==> src/common/fscr_pkg.sv <==
package fscr_pkg;
  // Printed offsets are register indices; byte address is four times the index
  localparam logic [7:0] IDX_FIFO_SETUP = 8'h05;
  localparam logic [7:0] IDX_SET_A_FIRST = 8'h06;
  localparam logic [7:0] IDX_SET_A_SECOND = 8'h07;
  localparam logic [7:0] IDX_SET_A_THIRD = 8'h08;
  localparam logic [7:0] IDX_SET_B_FIRST = 8'h09;
  localparam logic [7:0] IDX_SET_B_SECOND = 8'h0A;
  localparam logic [7:0] IDX_SET_B_THIRD = 8'h0B;
  localparam logic [7:0] IDX_CONTROL = 8'h10;
  localparam logic [7:0] IDX_IRQ_STATUS = 8'h11;
  localparam logic [7:0] IDX_IRQ_MASK = 8'h12;
  localparam logic [7:0] IDX_FIFO_LEVEL = 8'h13;

  localparam logic [7:0] RST_FIFO_SETUP = 8'h0F;
  localparam logic [7:0] RST_SET_A_FIRST = 8'h77;
  localparam logic [7:0] RST_SET_A_SECOND = 8'h64;
  localparam logic [7:0] RST_SET_A_THIRD = 8'h32;
  localparam logic [7:0] RST_SET_B_FIRST = 8'h74;
  localparam logic [7:0] RST_SET_B_SECOND = 8'h62;
  localparam logic [7:0] RST_SET_B_THIRD = 8'h32;

  localparam int DEPTH_SEL_MSB = 7;
  localparam int DEPTH_SEL_LSB = 6;
  localparam int TRIG_MSB = 5;
  localparam int TRIG_LSB = 0;
  localparam logic [6:0] DEPTH_16 = 7'h10;
  localparam logic [6:0] DEPTH_32 = 7'h20;
  localparam logic [6:0] DEPTH_48 = 7'h30;
  localparam logic [6:0] DEPTH_64 = 7'h40;

  // Control register fields
  localparam int CTL_SET_SEL = 0;
  localparam int CTL_MODE_LSB = 1;
  localparam int CTL_MODE_MSB = 2;

  // Status bits
  localparam int IRQ_THRESH = 0;
  localparam int IRQ_SET_SWITCH = 1;
  localparam int IRQ_W = 2;

  typedef enum logic [1:0] {
    FSCR_MODE_STANDBY = 2'h0,
    FSCR_MODE_RX = 2'h1,
    FSCR_MODE_TX = 2'h2
  } fscr_mode_t;
endpackage : fscr_pkg

==> src/rtl/fscr_regs.sv <==
// What this block does
// - Bits 7-6 of FIFO setup pick depth 16/32/48/64 bytes, reset 16.
// - Bits 5-0 of FIFO setup hold threshold fill level, reset 001111.
// - Threshold condition is one test in transmit mode and another shared by receive and standby.
// - Six counter registers are full 8-bit read/write divider counts.
// - Select bit 0 drives the synthesizer from set A only.
// - Select bit 1 drives the synthesizer from set B only.
// - Set A resets to 0x77, 0x64, 0x32.
// - Set B resets to 0x74, 0x62, 0x32.
//
// The APB interface to the registers was decided locally.
module fscr_regs
  import fscr_pkg::*;
(
  input wire logic i_core_clk,
  input wire logic i_resetn,
  input wire logic i_psel,
  input wire logic i_penable,
  input wire logic i_pwrite,
  input wire logic [7:0] i_paddr,
  input wire logic [31:0] i_pwdata,
  output logic [31:0] o_prdata,
  output logic o_pready,
  output logic o_pslverr,
  input wire logic [6:0] i_fifo_fill,
  output logic [6:0] o_fifo_depth,
  output logic [5:0] o_fifo_level_trigger,
  output logic o_synth_set_select,
  output logic [7:0] o_synth_first_count,
  output logic [7:0] o_synth_second_count,
  output logic [7:0] o_synth_third_count,
  output logic [1:0] o_mode,
  output logic o_irq
);
  // ----------------------------------------
  // Bus decode
  // ----------------------------------------
  logic acc;
  logic wr;
  logic [5:0] idx;
  logic aligned;
  logic mapped;
  assign acc = i_psel && i_penable;
  assign idx = i_paddr[7:2];
  assign aligned = (i_paddr[1:0] == 2'h0);
  assign wr = acc && i_pwrite && mapped;
  assign o_pready = 1'b1;

  always_comb begin
    mapped = aligned;
    unique case ({2'h0, idx})
      IDX_FIFO_SETUP, IDX_SET_A_FIRST, IDX_SET_A_SECOND, IDX_SET_A_THIRD,
      IDX_SET_B_FIRST, IDX_SET_B_SECOND, IDX_SET_B_THIRD, IDX_CONTROL,
      IDX_IRQ_STATUS, IDX_IRQ_MASK, IDX_FIFO_LEVEL: mapped = aligned;
      default: mapped = 1'b0;
    endcase
  end

  assign o_pslverr = acc && !mapped;

  // ----------------------------------------
  // Configuration registers
  // ----------------------------------------
  logic [7:0] fifo_setup;
  logic [7:0] set_a_first_count;
  logic [7:0] set_a_second_count;
  logic [7:0] set_a_third_count;
  logic [7:0] set_b_first_count;
  logic [7:0] set_b_second_count;
  logic [7:0] set_b_third_count;

  fscr_reg8 #(.RESET_VALUE(RST_FIFO_SETUP)) u_fifo_setup (
    .i_core_clk(i_core_clk), .i_resetn(i_resetn),
    .i_wr(wr && ({2'h0, idx} == IDX_FIFO_SETUP)),
    .i_wdata(i_pwdata[7:0]), .o_q(fifo_setup));
  fscr_reg8 #(.RESET_VALUE(RST_SET_A_FIRST)) u_a1 (
    .i_core_clk(i_core_clk), .i_resetn(i_resetn),
    .i_wr(wr && ({2'h0, idx} == IDX_SET_A_FIRST)),
    .i_wdata(i_pwdata[7:0]), .o_q(set_a_first_count));
  fscr_reg8 #(.RESET_VALUE(RST_SET_A_SECOND)) u_a2 (
    .i_core_clk(i_core_clk), .i_resetn(i_resetn),
    .i_wr(wr && ({2'h0, idx} == IDX_SET_A_SECOND)),
    .i_wdata(i_pwdata[7:0]), .o_q(set_a_second_count));
  fscr_reg8 #(.RESET_VALUE(RST_SET_A_THIRD)) u_a3 (
    .i_core_clk(i_core_clk), .i_resetn(i_resetn),
    .i_wr(wr && ({2'h0, idx} == IDX_SET_A_THIRD)),
    .i_wdata(i_pwdata[7:0]), .o_q(set_a_third_count));
  fscr_reg8 #(.RESET_VALUE(RST_SET_B_FIRST)) u_b1 (
    .i_core_clk(i_core_clk), .i_resetn(i_resetn),
    .i_wr(wr && ({2'h0, idx} == IDX_SET_B_FIRST)),
    .i_wdata(i_pwdata[7:0]), .o_q(set_b_first_count));
  fscr_reg8 #(.RESET_VALUE(RST_SET_B_SECOND)) u_b2 (
    .i_core_clk(i_core_clk), .i_resetn(i_resetn),
    .i_wr(wr && ({2'h0, idx} == IDX_SET_B_SECOND)),
    .i_wdata(i_pwdata[7:0]), .o_q(set_b_second_count));
  fscr_reg8 #(.RESET_VALUE(RST_SET_B_THIRD)) u_b3 (
    .i_core_clk(i_core_clk), .i_resetn(i_resetn),
    .i_wr(wr && ({2'h0, idx} == IDX_SET_B_THIRD)),
    .i_wdata(i_pwdata[7:0]), .o_q(set_b_third_count));

  // ----------------------------------------
  // Control, set selection and synthesizer counts
  // ----------------------------------------
  logic synth_set_select;
  logic [1:0] mode;
  logic next_synth_set_select;
  logic [1:0] next_mode;
  logic [7:0] next_first;
  logic [7:0] next_second;
  logic [7:0] next_third;
  logic set_switch;

  always_comb begin
    next_synth_set_select = synth_set_select;
    next_mode = mode;
    if (wr && ({2'h0, idx} == IDX_CONTROL)) begin
      next_synth_set_select = i_pwdata[CTL_SET_SEL];
      next_mode = i_pwdata[CTL_MODE_MSB:CTL_MODE_LSB];
    end
    // One mux select for all three keeps the counts coherent
    if (synth_set_select) begin
      next_first = set_b_first_count;
      next_second = set_b_second_count;
      next_third = set_b_third_count;
    end else begin
      next_first = set_a_first_count;
      next_second = set_a_second_count;
      next_third = set_a_third_count;
    end
  end

  always_ff @(posedge i_core_clk or negedge i_resetn) begin
    if (!i_resetn) begin
      synth_set_select <= 1'b0;
      mode <= FSCR_MODE_STANDBY;
      o_synth_first_count <= RST_SET_A_FIRST;
      o_synth_second_count <= RST_SET_A_SECOND;
      o_synth_third_count <= RST_SET_A_THIRD;
    end else begin
      synth_set_select <= next_synth_set_select;
      mode <= next_mode;
      o_synth_first_count <= next_first;
      o_synth_second_count <= next_second;
      o_synth_third_count <= next_third;
    end
  end

  assign o_synth_set_select = synth_set_select;
  assign o_mode = mode;
  assign set_switch = (next_synth_set_select != synth_set_select);

  // ----------------------------------------
  // FIFO sizing and threshold
  // ----------------------------------------
  logic [1:0] depth_sel;
  logic [6:0] next_fifo_depth;
  logic thresh_level;
  logic thresh_level_d;
  assign depth_sel = fifo_setup[DEPTH_SEL_MSB:DEPTH_SEL_LSB];
  assign o_fifo_level_trigger = fifo_setup[TRIG_MSB:TRIG_LSB];

  always_comb begin
    unique case (depth_sel)
      2'h0: next_fifo_depth = DEPTH_16;
      2'h1: next_fifo_depth = DEPTH_32;
      2'h2: next_fifo_depth = DEPTH_48;
      2'h3: next_fifo_depth = DEPTH_64;
    endcase
  end

  always_ff @(posedge i_core_clk or negedge i_resetn) begin
    if (!i_resetn) begin
      o_fifo_depth <= DEPTH_16;
    end else begin
      o_fifo_depth <= next_fifo_depth;
    end
  end

  fscr_thresh u_thresh (
    .i_core_clk(i_core_clk),
    .i_resetn(i_resetn),
    .i_mode(mode),
    .i_trigger(o_fifo_level_trigger),
    .i_fill(i_fifo_fill),
    .o_level(thresh_level));

  // ----------------------------------------
  // Interrupts
  // ----------------------------------------
  logic [IRQ_W-1:0] irq_status;
  logic [IRQ_W-1:0] irq_mask;
  logic [IRQ_W-1:0] next_irq_status;
  logic [IRQ_W-1:0] next_irq_mask;
  logic [IRQ_W-1:0] irq_event;

  always_comb begin
    irq_event = '0;
    irq_event[IRQ_THRESH] = thresh_level && !thresh_level_d;
    irq_event[IRQ_SET_SWITCH] = set_switch;
    next_irq_status = irq_status;
    next_irq_mask = irq_mask;
    if (wr && ({2'h0, idx} == IDX_IRQ_STATUS)) begin
      next_irq_status = irq_status & ~i_pwdata[IRQ_W-1:0];
    end
    if (wr && ({2'h0, idx} == IDX_IRQ_MASK)) begin
      next_irq_mask = i_pwdata[IRQ_W-1:0];
    end
    // Set wins over a simultaneous clear so no event is lost
    next_irq_status = next_irq_status | irq_event;
  end

  always_ff @(posedge i_core_clk or negedge i_resetn) begin
    if (!i_resetn) begin
      irq_status <= '0;
      irq_mask <= '0;
      thresh_level_d <= 1'b0;
    end else begin
      irq_status <= next_irq_status;
      irq_mask <= next_irq_mask;
      thresh_level_d <= thresh_level;
    end
  end

  assign o_irq = |(irq_status & irq_mask);

  // ----------------------------------------
  // Read data
  // ----------------------------------------
  logic [31:0] next_prdata;

  // Loaded in the setup cycle so the data stands for the whole access phase
  always_comb begin
    next_prdata = o_prdata;
    if (i_psel && !i_penable) begin
      next_prdata = 32'h0000_0000;
      if (aligned) begin
        unique case ({2'h0, idx})
          IDX_FIFO_SETUP: next_prdata[7:0] = fifo_setup;
          IDX_SET_A_FIRST: next_prdata[7:0] = set_a_first_count;
          IDX_SET_A_SECOND: next_prdata[7:0] = set_a_second_count;
          IDX_SET_A_THIRD: next_prdata[7:0] = set_a_third_count;
          IDX_SET_B_FIRST: next_prdata[7:0] = set_b_first_count;
          IDX_SET_B_SECOND: next_prdata[7:0] = set_b_second_count;
          IDX_SET_B_THIRD: next_prdata[7:0] = set_b_third_count;
          IDX_CONTROL: next_prdata[2:0] = {mode, synth_set_select};
          IDX_IRQ_STATUS: next_prdata[IRQ_W-1:0] = irq_status;
          IDX_IRQ_MASK: next_prdata[IRQ_W-1:0] = irq_mask;
          IDX_FIFO_LEVEL: next_prdata[7:0] = {1'b0, i_fifo_fill};
          default: next_prdata = 32'h0000_0000;
        endcase
      end
    end
  end

  always_ff @(posedge i_core_clk or negedge i_resetn) begin
    if (!i_resetn) begin
      o_prdata <= 32'h0000_0000;
    end else begin
      o_prdata <= next_prdata;
    end
  end

  // ----------------------------------------
  // Checks
  // ----------------------------------------
  AST_SET_A_USED: assert property (@(posedge i_core_clk) disable iff (!i_resetn)
    !synth_set_select |=> o_synth_first_count == $past(set_a_first_count))
    else $error("first count not from set A");
  AST_SET_B_USED: assert property (@(posedge i_core_clk) disable iff (!i_resetn)
    synth_set_select |=> o_synth_third_count == $past(set_b_third_count))
    else $error("third count not from set B");
  AST_COHERENT: assert property (@(posedge i_core_clk) disable iff (!i_resetn)
    $past(synth_set_select) ?
      (o_synth_first_count == $past(set_b_first_count) &&
       o_synth_second_count == $past(set_b_second_count)) :
      (o_synth_first_count == $past(set_a_first_count) &&
       o_synth_second_count == $past(set_a_second_count)))
    else $error("synth counts mixed between sets");
  AST_DEPTH_64: assert property (@(posedge i_core_clk) disable iff (!i_resetn)
    depth_sel == 2'h3 |=> o_fifo_depth == DEPTH_64)
    else $error("depth code 3 not 64 bytes");
  AST_DEPTH_16: assert property (@(posedge i_core_clk) disable iff (!i_resetn)
    depth_sel == 2'h0 |=> o_fifo_depth == DEPTH_16)
    else $error("depth code 0 not 16 bytes");
  AST_TRIG_WRITE: assert property (@(posedge i_core_clk) disable iff (!i_resetn)
    wr && ({2'h0, idx} == IDX_FIFO_SETUP) |=> o_fifo_level_trigger == $past(i_pwdata[5:0]))
    else $error("trigger level not written");
  AST_COUNT_WRITE: assert property (@(posedge i_core_clk) disable iff (!i_resetn)
    wr && ({2'h0, idx} == IDX_SET_B_SECOND) |=> set_b_second_count == $past(i_pwdata[7:0]))
    else $error("counter register not written");
  AST_THRESH_TX: assert property (@(posedge i_core_clk) disable iff (!i_resetn)
    mode == FSCR_MODE_TX && i_fifo_fill <= {1'b0, o_fifo_level_trigger} |=> thresh_level)
    else $error("tx threshold not raised");
  AST_THRESH_RX: assert property (@(posedge i_core_clk) disable iff (!i_resetn)
    mode == FSCR_MODE_RX && i_fifo_fill > {1'b0, o_fifo_level_trigger} |=> thresh_level)
    else $error("rx threshold not raised");
  AST_THRESH_TX_LOW: assert property (@(posedge i_core_clk) disable iff (!i_resetn)
    mode == FSCR_MODE_TX && i_fifo_fill > {1'b0, o_fifo_level_trigger} |=> !thresh_level)
    else $error("tx threshold raised above trigger");
  AST_THRESH_IDLE_LOW: assert property (@(posedge i_core_clk) disable iff (!i_resetn)
    mode != FSCR_MODE_TX && i_fifo_fill <= {1'b0, o_fifo_level_trigger} |=> !thresh_level)
    else $error("rx or standby threshold raised at or below trigger");
  AST_SWITCH_FLAG: assert property (@(posedge i_core_clk) disable iff (!i_resetn)
    set_switch |=> irq_status[IRQ_SET_SWITCH])
    else $error("set switch not flagged");
  AST_IRQ_OUT: assert property (@(posedge i_core_clk) disable iff (!i_resetn)
    irq_event[IRQ_THRESH] && irq_mask[IRQ_THRESH] && !(wr && ({2'h0, idx} == IDX_IRQ_MASK))
    |=> o_irq)
    else $error("masked-in event did not raise irq");
endmodule : fscr_regs

==> src/rtl/fscr_reg8.sv <==
module fscr_reg8 #(
  parameter logic [7:0] RESET_VALUE = 8'h00
) (
  input wire logic i_core_clk,
  input wire logic i_resetn,
  input wire logic i_wr,
  input wire logic [7:0] i_wdata,
  output logic [7:0] o_q
);
  logic [7:0] next_q;

  always_comb begin
    next_q = i_wr ? i_wdata : o_q;
  end

  always_ff @(posedge i_core_clk or negedge i_resetn) begin
    if (!i_resetn) begin
      o_q <= RESET_VALUE;
    end else begin
      o_q <= next_q;
    end
  end
endmodule : fscr_reg8

==> src/rtl/fscr_thresh.sv <==
module fscr_thresh
  import fscr_pkg::*;
(
  input wire logic i_core_clk,
  input wire logic i_resetn,
  input wire logic [1:0] i_mode,
  input wire logic [5:0] i_trigger,
  input wire logic [6:0] i_fill,
  output logic o_level
);
  logic next_level;

  // Transmit: FIFO drained down to the trigger. Receive and standby: filled past it.
  always_comb begin
    if (i_mode == FSCR_MODE_TX) begin
      next_level = i_fill <= {1'b0, i_trigger};
    end else begin
      next_level = i_fill > {1'b0, i_trigger};
    end
  end

  always_ff @(posedge i_core_clk or negedge i_resetn) begin
    if (!i_resetn) begin
      o_level <= 1'b0;
    end else begin
      o_level <= next_level;
    end
  end
endmodule : fscr_thresh

==> config.mk <==
export PLATFORM = sky130hd
export DESIGN_NAME = fscr_regs
export DESIGN_NICKNAME = d
export VERILOG_FILES = /design/src/common/fscr_pkg.sv /design/src/rtl/fscr_regs.sv /design/src/rtl/fscr_reg8.sv /design/src/rtl/fscr_thresh.sv
export SDC_FILE = /design/constraint.sdc
export NUM_CORES = 1
export LEC_CHECK = 0
export BUFFER_PORTS_ARGS = -buffer_cell sky130_fd_sc_hd__buf_4
export CAP_MARGIN = 0
export CORE_UTILIZATION = 48
export CTS_CLUSTER_SIZE = 24
export DETAILED_ROUTE_END_ITERATION = 16
export GPL_TIMING_DRIVEN = 0
export HOLD_SLACK_MARGIN = 0.15
export PLACE_DENSITY = 0.8
export SETUP_SLACK_MARGIN = 0.02
export SLEW_MARGIN = 20
export SYNTH_ARGS = -nofsm -noshare
export SYNTH_HDL_FRONTEND = slang
export SYNTH_SLANG_ARGS = --single-unit
==> constraint.sdc <==
create_clock -name i_core_clk -period 1.9 [get_ports i_core_clk]
set_clock_uncertainty 0.2 [all_clocks]
set_input_delay 0.095 -clock i_core_clk [delete_from_list [all_inputs] [get_ports i_core_clk]]
set_output_delay 0.095 -clock i_core_clk [all_outputs]
set_load 0.005 [all_outputs]
Word-level counts from Yosys, hierarchy flattened
Cells that the tools add are included.
{"block": "word_totals", "reg_bits": 128, "elab_cells": 75, "input_bits": 52}
{"block": "op_classes", "n_eq_ne": 16, "bitwise": 4, "n_lt_le_gt_ge": 2, "reduce_logical": 23, "mux": 12}
{"cell": "$pmux 5 s8", "n": 1}
{"cell": "$mux 8", "n": 4}
{"cell": "$pmux 7 s4", "n": 1}
{"cell": "$eq 6x4->1 const B", "n": 4}
{"cell": "$eq 6x5->1 const B", "n": 4}
{"cell": "$pmux 2 s11", "n": 1}
{"cell": "$eq 6x3->1 const B", "n": 3}
{"cell": "$logic_and 1x1->1", "n": 16}
{"cell": "$reduce_or 11->1", "n": 1}
{"cell": "$pmux 1 s9", "n": 1}
{"cell": "$gt 7x6->1", "n": 1}
{"cell": "$le 7x6->1", "n": 1}
{"cell": "$eq 2x2->1 const B", "n": 3}
{"cell": "$and 2x2->2", "n": 2}
{"cell": "$logic_not 2->1", "n": 2}
{"cell": "$logic_not 1->1", "n": 3}
{"cell": "$mux 1", "n": 3}
{"cell": "$eq 2x1->1 const B", "n": 1}
{"cell": "$mux 2", "n": 1}
{"cell": "$not 2->2", "n": 1}
{"cell": "$or 2x2->2", "n": 1}
{"cell": "$reduce_or 2->1", "n": 1}
{"cell": "$ne 1x1->1", "n": 1}

Depth between registers and ports, before layout
{"block": "logic_depth", "word_depth": 8, "mapped_depth": 8}

Modules after synthesis
A second synthesis with hierarchy kept.
{"block": "hier_totals", "cells_unflattened": 382, "hier_area_um2": 5198.7}
{"mod": "fscr_regs", "area_each_um2": 2647.5, "cells_each": 240, "seq_area_each_um2": 1092.3, "n_inst": 1}
{"mod": "fscr_reg8 (u_a2 ...)", "area_each_um2": 335.3, "cells_each": 17, "seq_area_each_um2": 203.9, "n_inst": 4}
{"mod": "fscr_reg8 (u_b1 ...)", "area_each_um2": 336.6, "cells_each": 17, "seq_area_each_um2": 205.2, "n_inst": 2}
{"mod": "fscr_reg8 (u_a1)", "area_each_um2": 339.1, "cells_each": 17, "seq_area_each_um2": 207.7, "n_inst": 1}
{"mod": "fscr_thresh", "area_each_um2": 197.7, "cells_each": 23, "seq_area_each_um2": 25.0, "n_inst": 1}

Worst setup path after synthesis
No wires, ideal clock.
{"block": "synth_timing", "path_kind": "register to register", "from": "register u_fifo_setup.o_q[1]", "to": "register u_thresh.o_level", "slack_ns": 0.032, "arrival_ns": 1.588, "synth_period_minus_slack_ns": 1.868, "setup_time_ns": 0.080, "n_path_buf": 0, "path_stages_with_launch": 8, "required_ns": 1.620, "cell_sequence": "dfstp_2 inv_1 ha_1 nor2b_1 o21ai_0 a21oi_1 o41ai_1 xnor2_1"}
{"block": "synth_between", "elab_chain_cells": 2}
{"item": "start: declaration", "line_no": "fscr_reg8.sv:8", "rtl": "output logic [7:0] o_q"}
{"item": "start signal: assignment", "line_no": "fscr_reg8.sv:20", "rtl": "o_q <= next_q;"}
{"item": "$gt 7x6->1 or $le 7x6->1 (tied branches)", "line_no": "fscr_thresh.sv:18, fscr_thresh.sv:16"}
{"item": "$mux 1 *", "line_no": "fscr_thresh.sv:15", "rtl": "if (i_mode == FSCR_MODE_TX) begin"}
{"item": "via u_thresh.next_level", "line_no": "fscr_thresh.sv:11", "rtl": "logic next_level;"}
{"item": "end signal: assignment", "line_no": "fscr_thresh.sv:26", "rtl": "o_level <= next_level;"}
{"item": "end: declaration", "line_no": "fscr_thresh.sv:9", "rtl": "output logic o_level"}
Mark *: on every way through the listed nets, which the timed path passes. The rest lies on a longest branch.
A chain may end at the register's enable or synchronous reset.

Worst setup path after layout
Same ends and word-level chain as after synthesis.

==> summary.md <==
| Metric | Value |
|---|---|
| Clock slew at reported path FFs | `0.10 ns` |
| Setup TNS | `-0.00716 ns` |
| Pre-CTS setup slack | `-0.472 ns` |
| Antenna Cells | `0` |
| Fin util | `0.630` |
| I/O pin cnt | `127` |
| Die height | `105 um` |
| MaxCap Viol Count | `0` |
| Sequential area share after synthesis | `0.502` |
| Clock root buffer | `clkbuf_8` |
| Initial core utilization | `0.494` |
| Vias/cell | `5.42` |
| Tightest Hold Check Type | `primary input to flip-flop` |
| Power Density | `601 nW/um^2` |
| Startpoint Class | `flip-flop` |
| CP max stage delay | `0.59 ns` |
| Top FF cell, synth | `dfrtp_1` |
| PortBufs | `69` |
| Switching share of power | `0.244` |
| Initial antenna violation count | `0` |
| Die width | `105 um` |
| Routability cong. | `0.831` |
| Clk_lat worst skew | `0.37 ns` |
| Status | `complete, but fails checks` |
| WL met3 | `902 um` |
| Metal2 WL | `6190 um` |
| Gate power share | `0.097` |
| Vias in the first global route | `3654` |
| Failing checks | `setup timing` |
| Highest-delay cell along the critical path | `dfstp_2` |
| Core ar. | `10300 um^2` |
| Synthesis Warnings | `0` |
| Critical Path AT | `2.00 ns` |
| Sequential power share | `0.553` |
| Nets | `584` |
| Net switching power | `949 uW` |
| Final setup violation count | `1` |
| DRT Wirelength | `12400 um` |
| GRT Residual Overflow | `0` |
| Top Layer Used | `met4` |
| CP Class | `flip-flop to flip-flop` |
| Layout cells sized above 1 | `0.536` |
| Worst-Margin Slew | `0.881 ns` |
| Period Utilization, post-route | `1.00` |
| Wire per inst | `18.6 um` |
| Final hold vios | `0` |
| Area grow syn2layout | `27.5%` |
| Worst-case clock buffer depth | `2` |
| LEAKAGE | `3.04 nW` |
| Post-synth EDFFs | `0` |
| Filler-free cell count of the finished design | `664` |
| Post-route DRC violation count | `0` |
| Full die area | `11000 um^2` |
| CTS Sinks | `100` |
| Post-Route M1 WL | `5030 um` |
| Synth Instances | `380` |
| First-pass GRT wire length | `19400 um` |
| Initial drt markers | `244` |
| Vias | `3598` |
| Placed Instances | `612` |
| H-tree depth | `3` |
| Critical Path RT | `2.00 ns` |
| Syn_area_per_cell | `13.4 um^2` |
| Critical path capture point type | `flip-flop` |
| Final WS setup | `-0.00716 ns` |
| Max Clk Rate | `524 MHz` |
| Pin count of the biggest net entering global routing | `101` |
| Routed Antenna Nets | `0` |
| CP cell instances | `inv_2, ha_4, nor2b_1, o21ai_1, a21oi_1, o41ai_2, xnor2_1` |
| #FFs+latches synth | `100` |
| P_int | `2.94 mW` |
| CP max FO | `4` |
| Slew HR | `0.413` |
| Final Slew Violations | `0` |
| Min Tclk post-route | `1.91 ns` |
| CTS Buf Count | `9` |
| RSZ-0062 raised after global routing | `true` |
| Post-DP HPWL | `7980 um` |
| GRT Total Usage | `0.236` |
| Row count | `37` |
| Mapped Area | `5080 um^2` |
| Netlist cell types | `53` |
| DR pass1 iterations | `5` |
| Max IR drop VDD | `385 uV` |
| Async S/R FF share, synth | `1.00` |
| Clock network power share | `0.350` |
| TritonCTS clock tree | `yes` |
==> sequential cells by signal (all words and copies together), names as in the netlist, 2 cells and up <==
signal / flops
o_mode: 2
u_b2.o_q: 8
o_synth_third_count: 8
u_a3.o_q: 8
u_a1.o_q: 8
o_fifo_depth: 3
u_a2.o_q: 8
u_b1.o_q: 8
o_synth_second_count: 8
irq_mask: 2
o_synth_first_count: 8
o_prdata: 8
u_b3.o_q: 8
u_fifo_setup.o_q: 8
irq_status: 2
==> cells in the mapped netlist (7+ instances only) <==
cell type,count,area [um^2]
mux2_1,7,78.8
dfrtp_1,61,1530
o21ai_0,11,55.1
dfstp_2,39,1020
mux4_2,10,225
buf_4,40,300
mux2_2,78,878
a222oi_1,7,70.1
nor2b_1,7,43.8
inv_1,12,45.0
nand3_1,7,35.0
nand2_1,18,67.6
ha_1,9,113
==> cells by family (layout without fill, tap and decap cells) <==
group	after synthesis	count (layout)	synth area share
other	2	29	0.00148
AOI/OAI and AO/OA	39	39	0.0609
and+or+nand+nor	69	69	0.0973
muxes	95	95	0.233
xor gates and xnor gates	2	2	0.00345
adders and majority gates	9	9	0.0222
DFF	100	100	0.502
buffers and inverters	64	185	0.0794
==> power by group through the flow <==
stage | clock (mW) | sequential (mW) | combinational [mW]
6_report | 1.36 | 2.15 | 0.379
5_1_grt | 1.48 | 2.15 | 0.416
2_1_floorplan | 0 | 2.19 | 0.170
4_1_cts | 1.39 | 2.15 | 0.367
3_3_place_gp | 0 | 2.19 | 0.305
3_5_place_dp | 0 | 2.19 | 0.314
==> critical path: cells and delay by family (launching register included) <==
family | cells | cell delay [ns]
DFF | 1 | 0.59
AOI/OAI and AO/OA | 3 | 0.49
adders and majority gates | 1 | 0.21
xor gates and xnor gates | 1 | 0.16
and+or+nand+nor | 1 | 0.12
buffers and inverters | 1 | 0.06
==> per-stage QoR <==
step,total power [mW],area (um^2),hold WS (ns)
floorplan,2.36,5180,-0.401
global placement,2.49,5870,0.162
detailed placement,2.50,5870,0.0578
CTS,3.91,6430,0.132
global route,4.05,6470,0.180
finish,3.89,6470,0.171
==> repair_timing <==
item                                    CTS  global route
pin swaps                                 0             2
hold buffers                             34             0
endpoints found under the setup margin   46            30
endpoints found under the hold margin   170             0
setup buffers                             0             2
gates resized for setup                   8             6
==> routing by layer <==
layer,vias up,GRT usage
met5,-,0
met4,0,0.0936
met3,23,0.0518
met2,181,0.393
met1,1793,0.299
li1,1601,-
==> cell usage in the layout (no fill, tap or decap), drive strengths merged, types with 4 or more instances in the layout <==
master | netlist | routed
buf | 47 | 118
mux2 | 85 | 85
dfrtp | 61 | 61
dfstp | 39 | 39
dlygate4sd3 | 0 | 34
conb | 2 | 29
nand2 | 18 | 18
clkbuf | 5 | 16
inv | 12 | 13
o21ai | 11 | 11
nand3 | 11 | 11
mux4 | 10 | 10
ha | 9 | 9
nor2 | 8 | 8
nor2b | 7 | 7
a222oi | 7 | 7
and3 | 5 | 5
a21oi | 4 | 4
and2 | 4 | 4
==> area by class of cell <==
class	count	area [um^2]
fill	800	3800
sequential	100	2550
multi-input combinational	243	2270
timing repair buffer	105	877
buffer	52	363
tap	136	170
clock buffer	11	131
clock inverter	5	62.6
inverter	12	45.0
==> path summary, 6_finish.rpt <==
kind                       slack, ns           startpoint  cells after the start                     end
max                           -0.007  u_fifo_setup.o_q[1]                      7        u_thresh.o_level
min                             0.17           i_paddr[7]                      4             u_b1.o_q[0]
max reg2reg                   -0.007  u_fifo_setup.o_q[1]                      7        u_thresh.o_level
min reg2reg                     0.19     u_thresh.o_level                      0          thresh_level_d
max in group asynchronous       0.73             i_resetn                      2             irq_mask[1]
min in group asynchronous       0.18             i_resetn                      2  o_synth_third_count[3]
No activity file was read; power rests on OpenSTA's default activity.
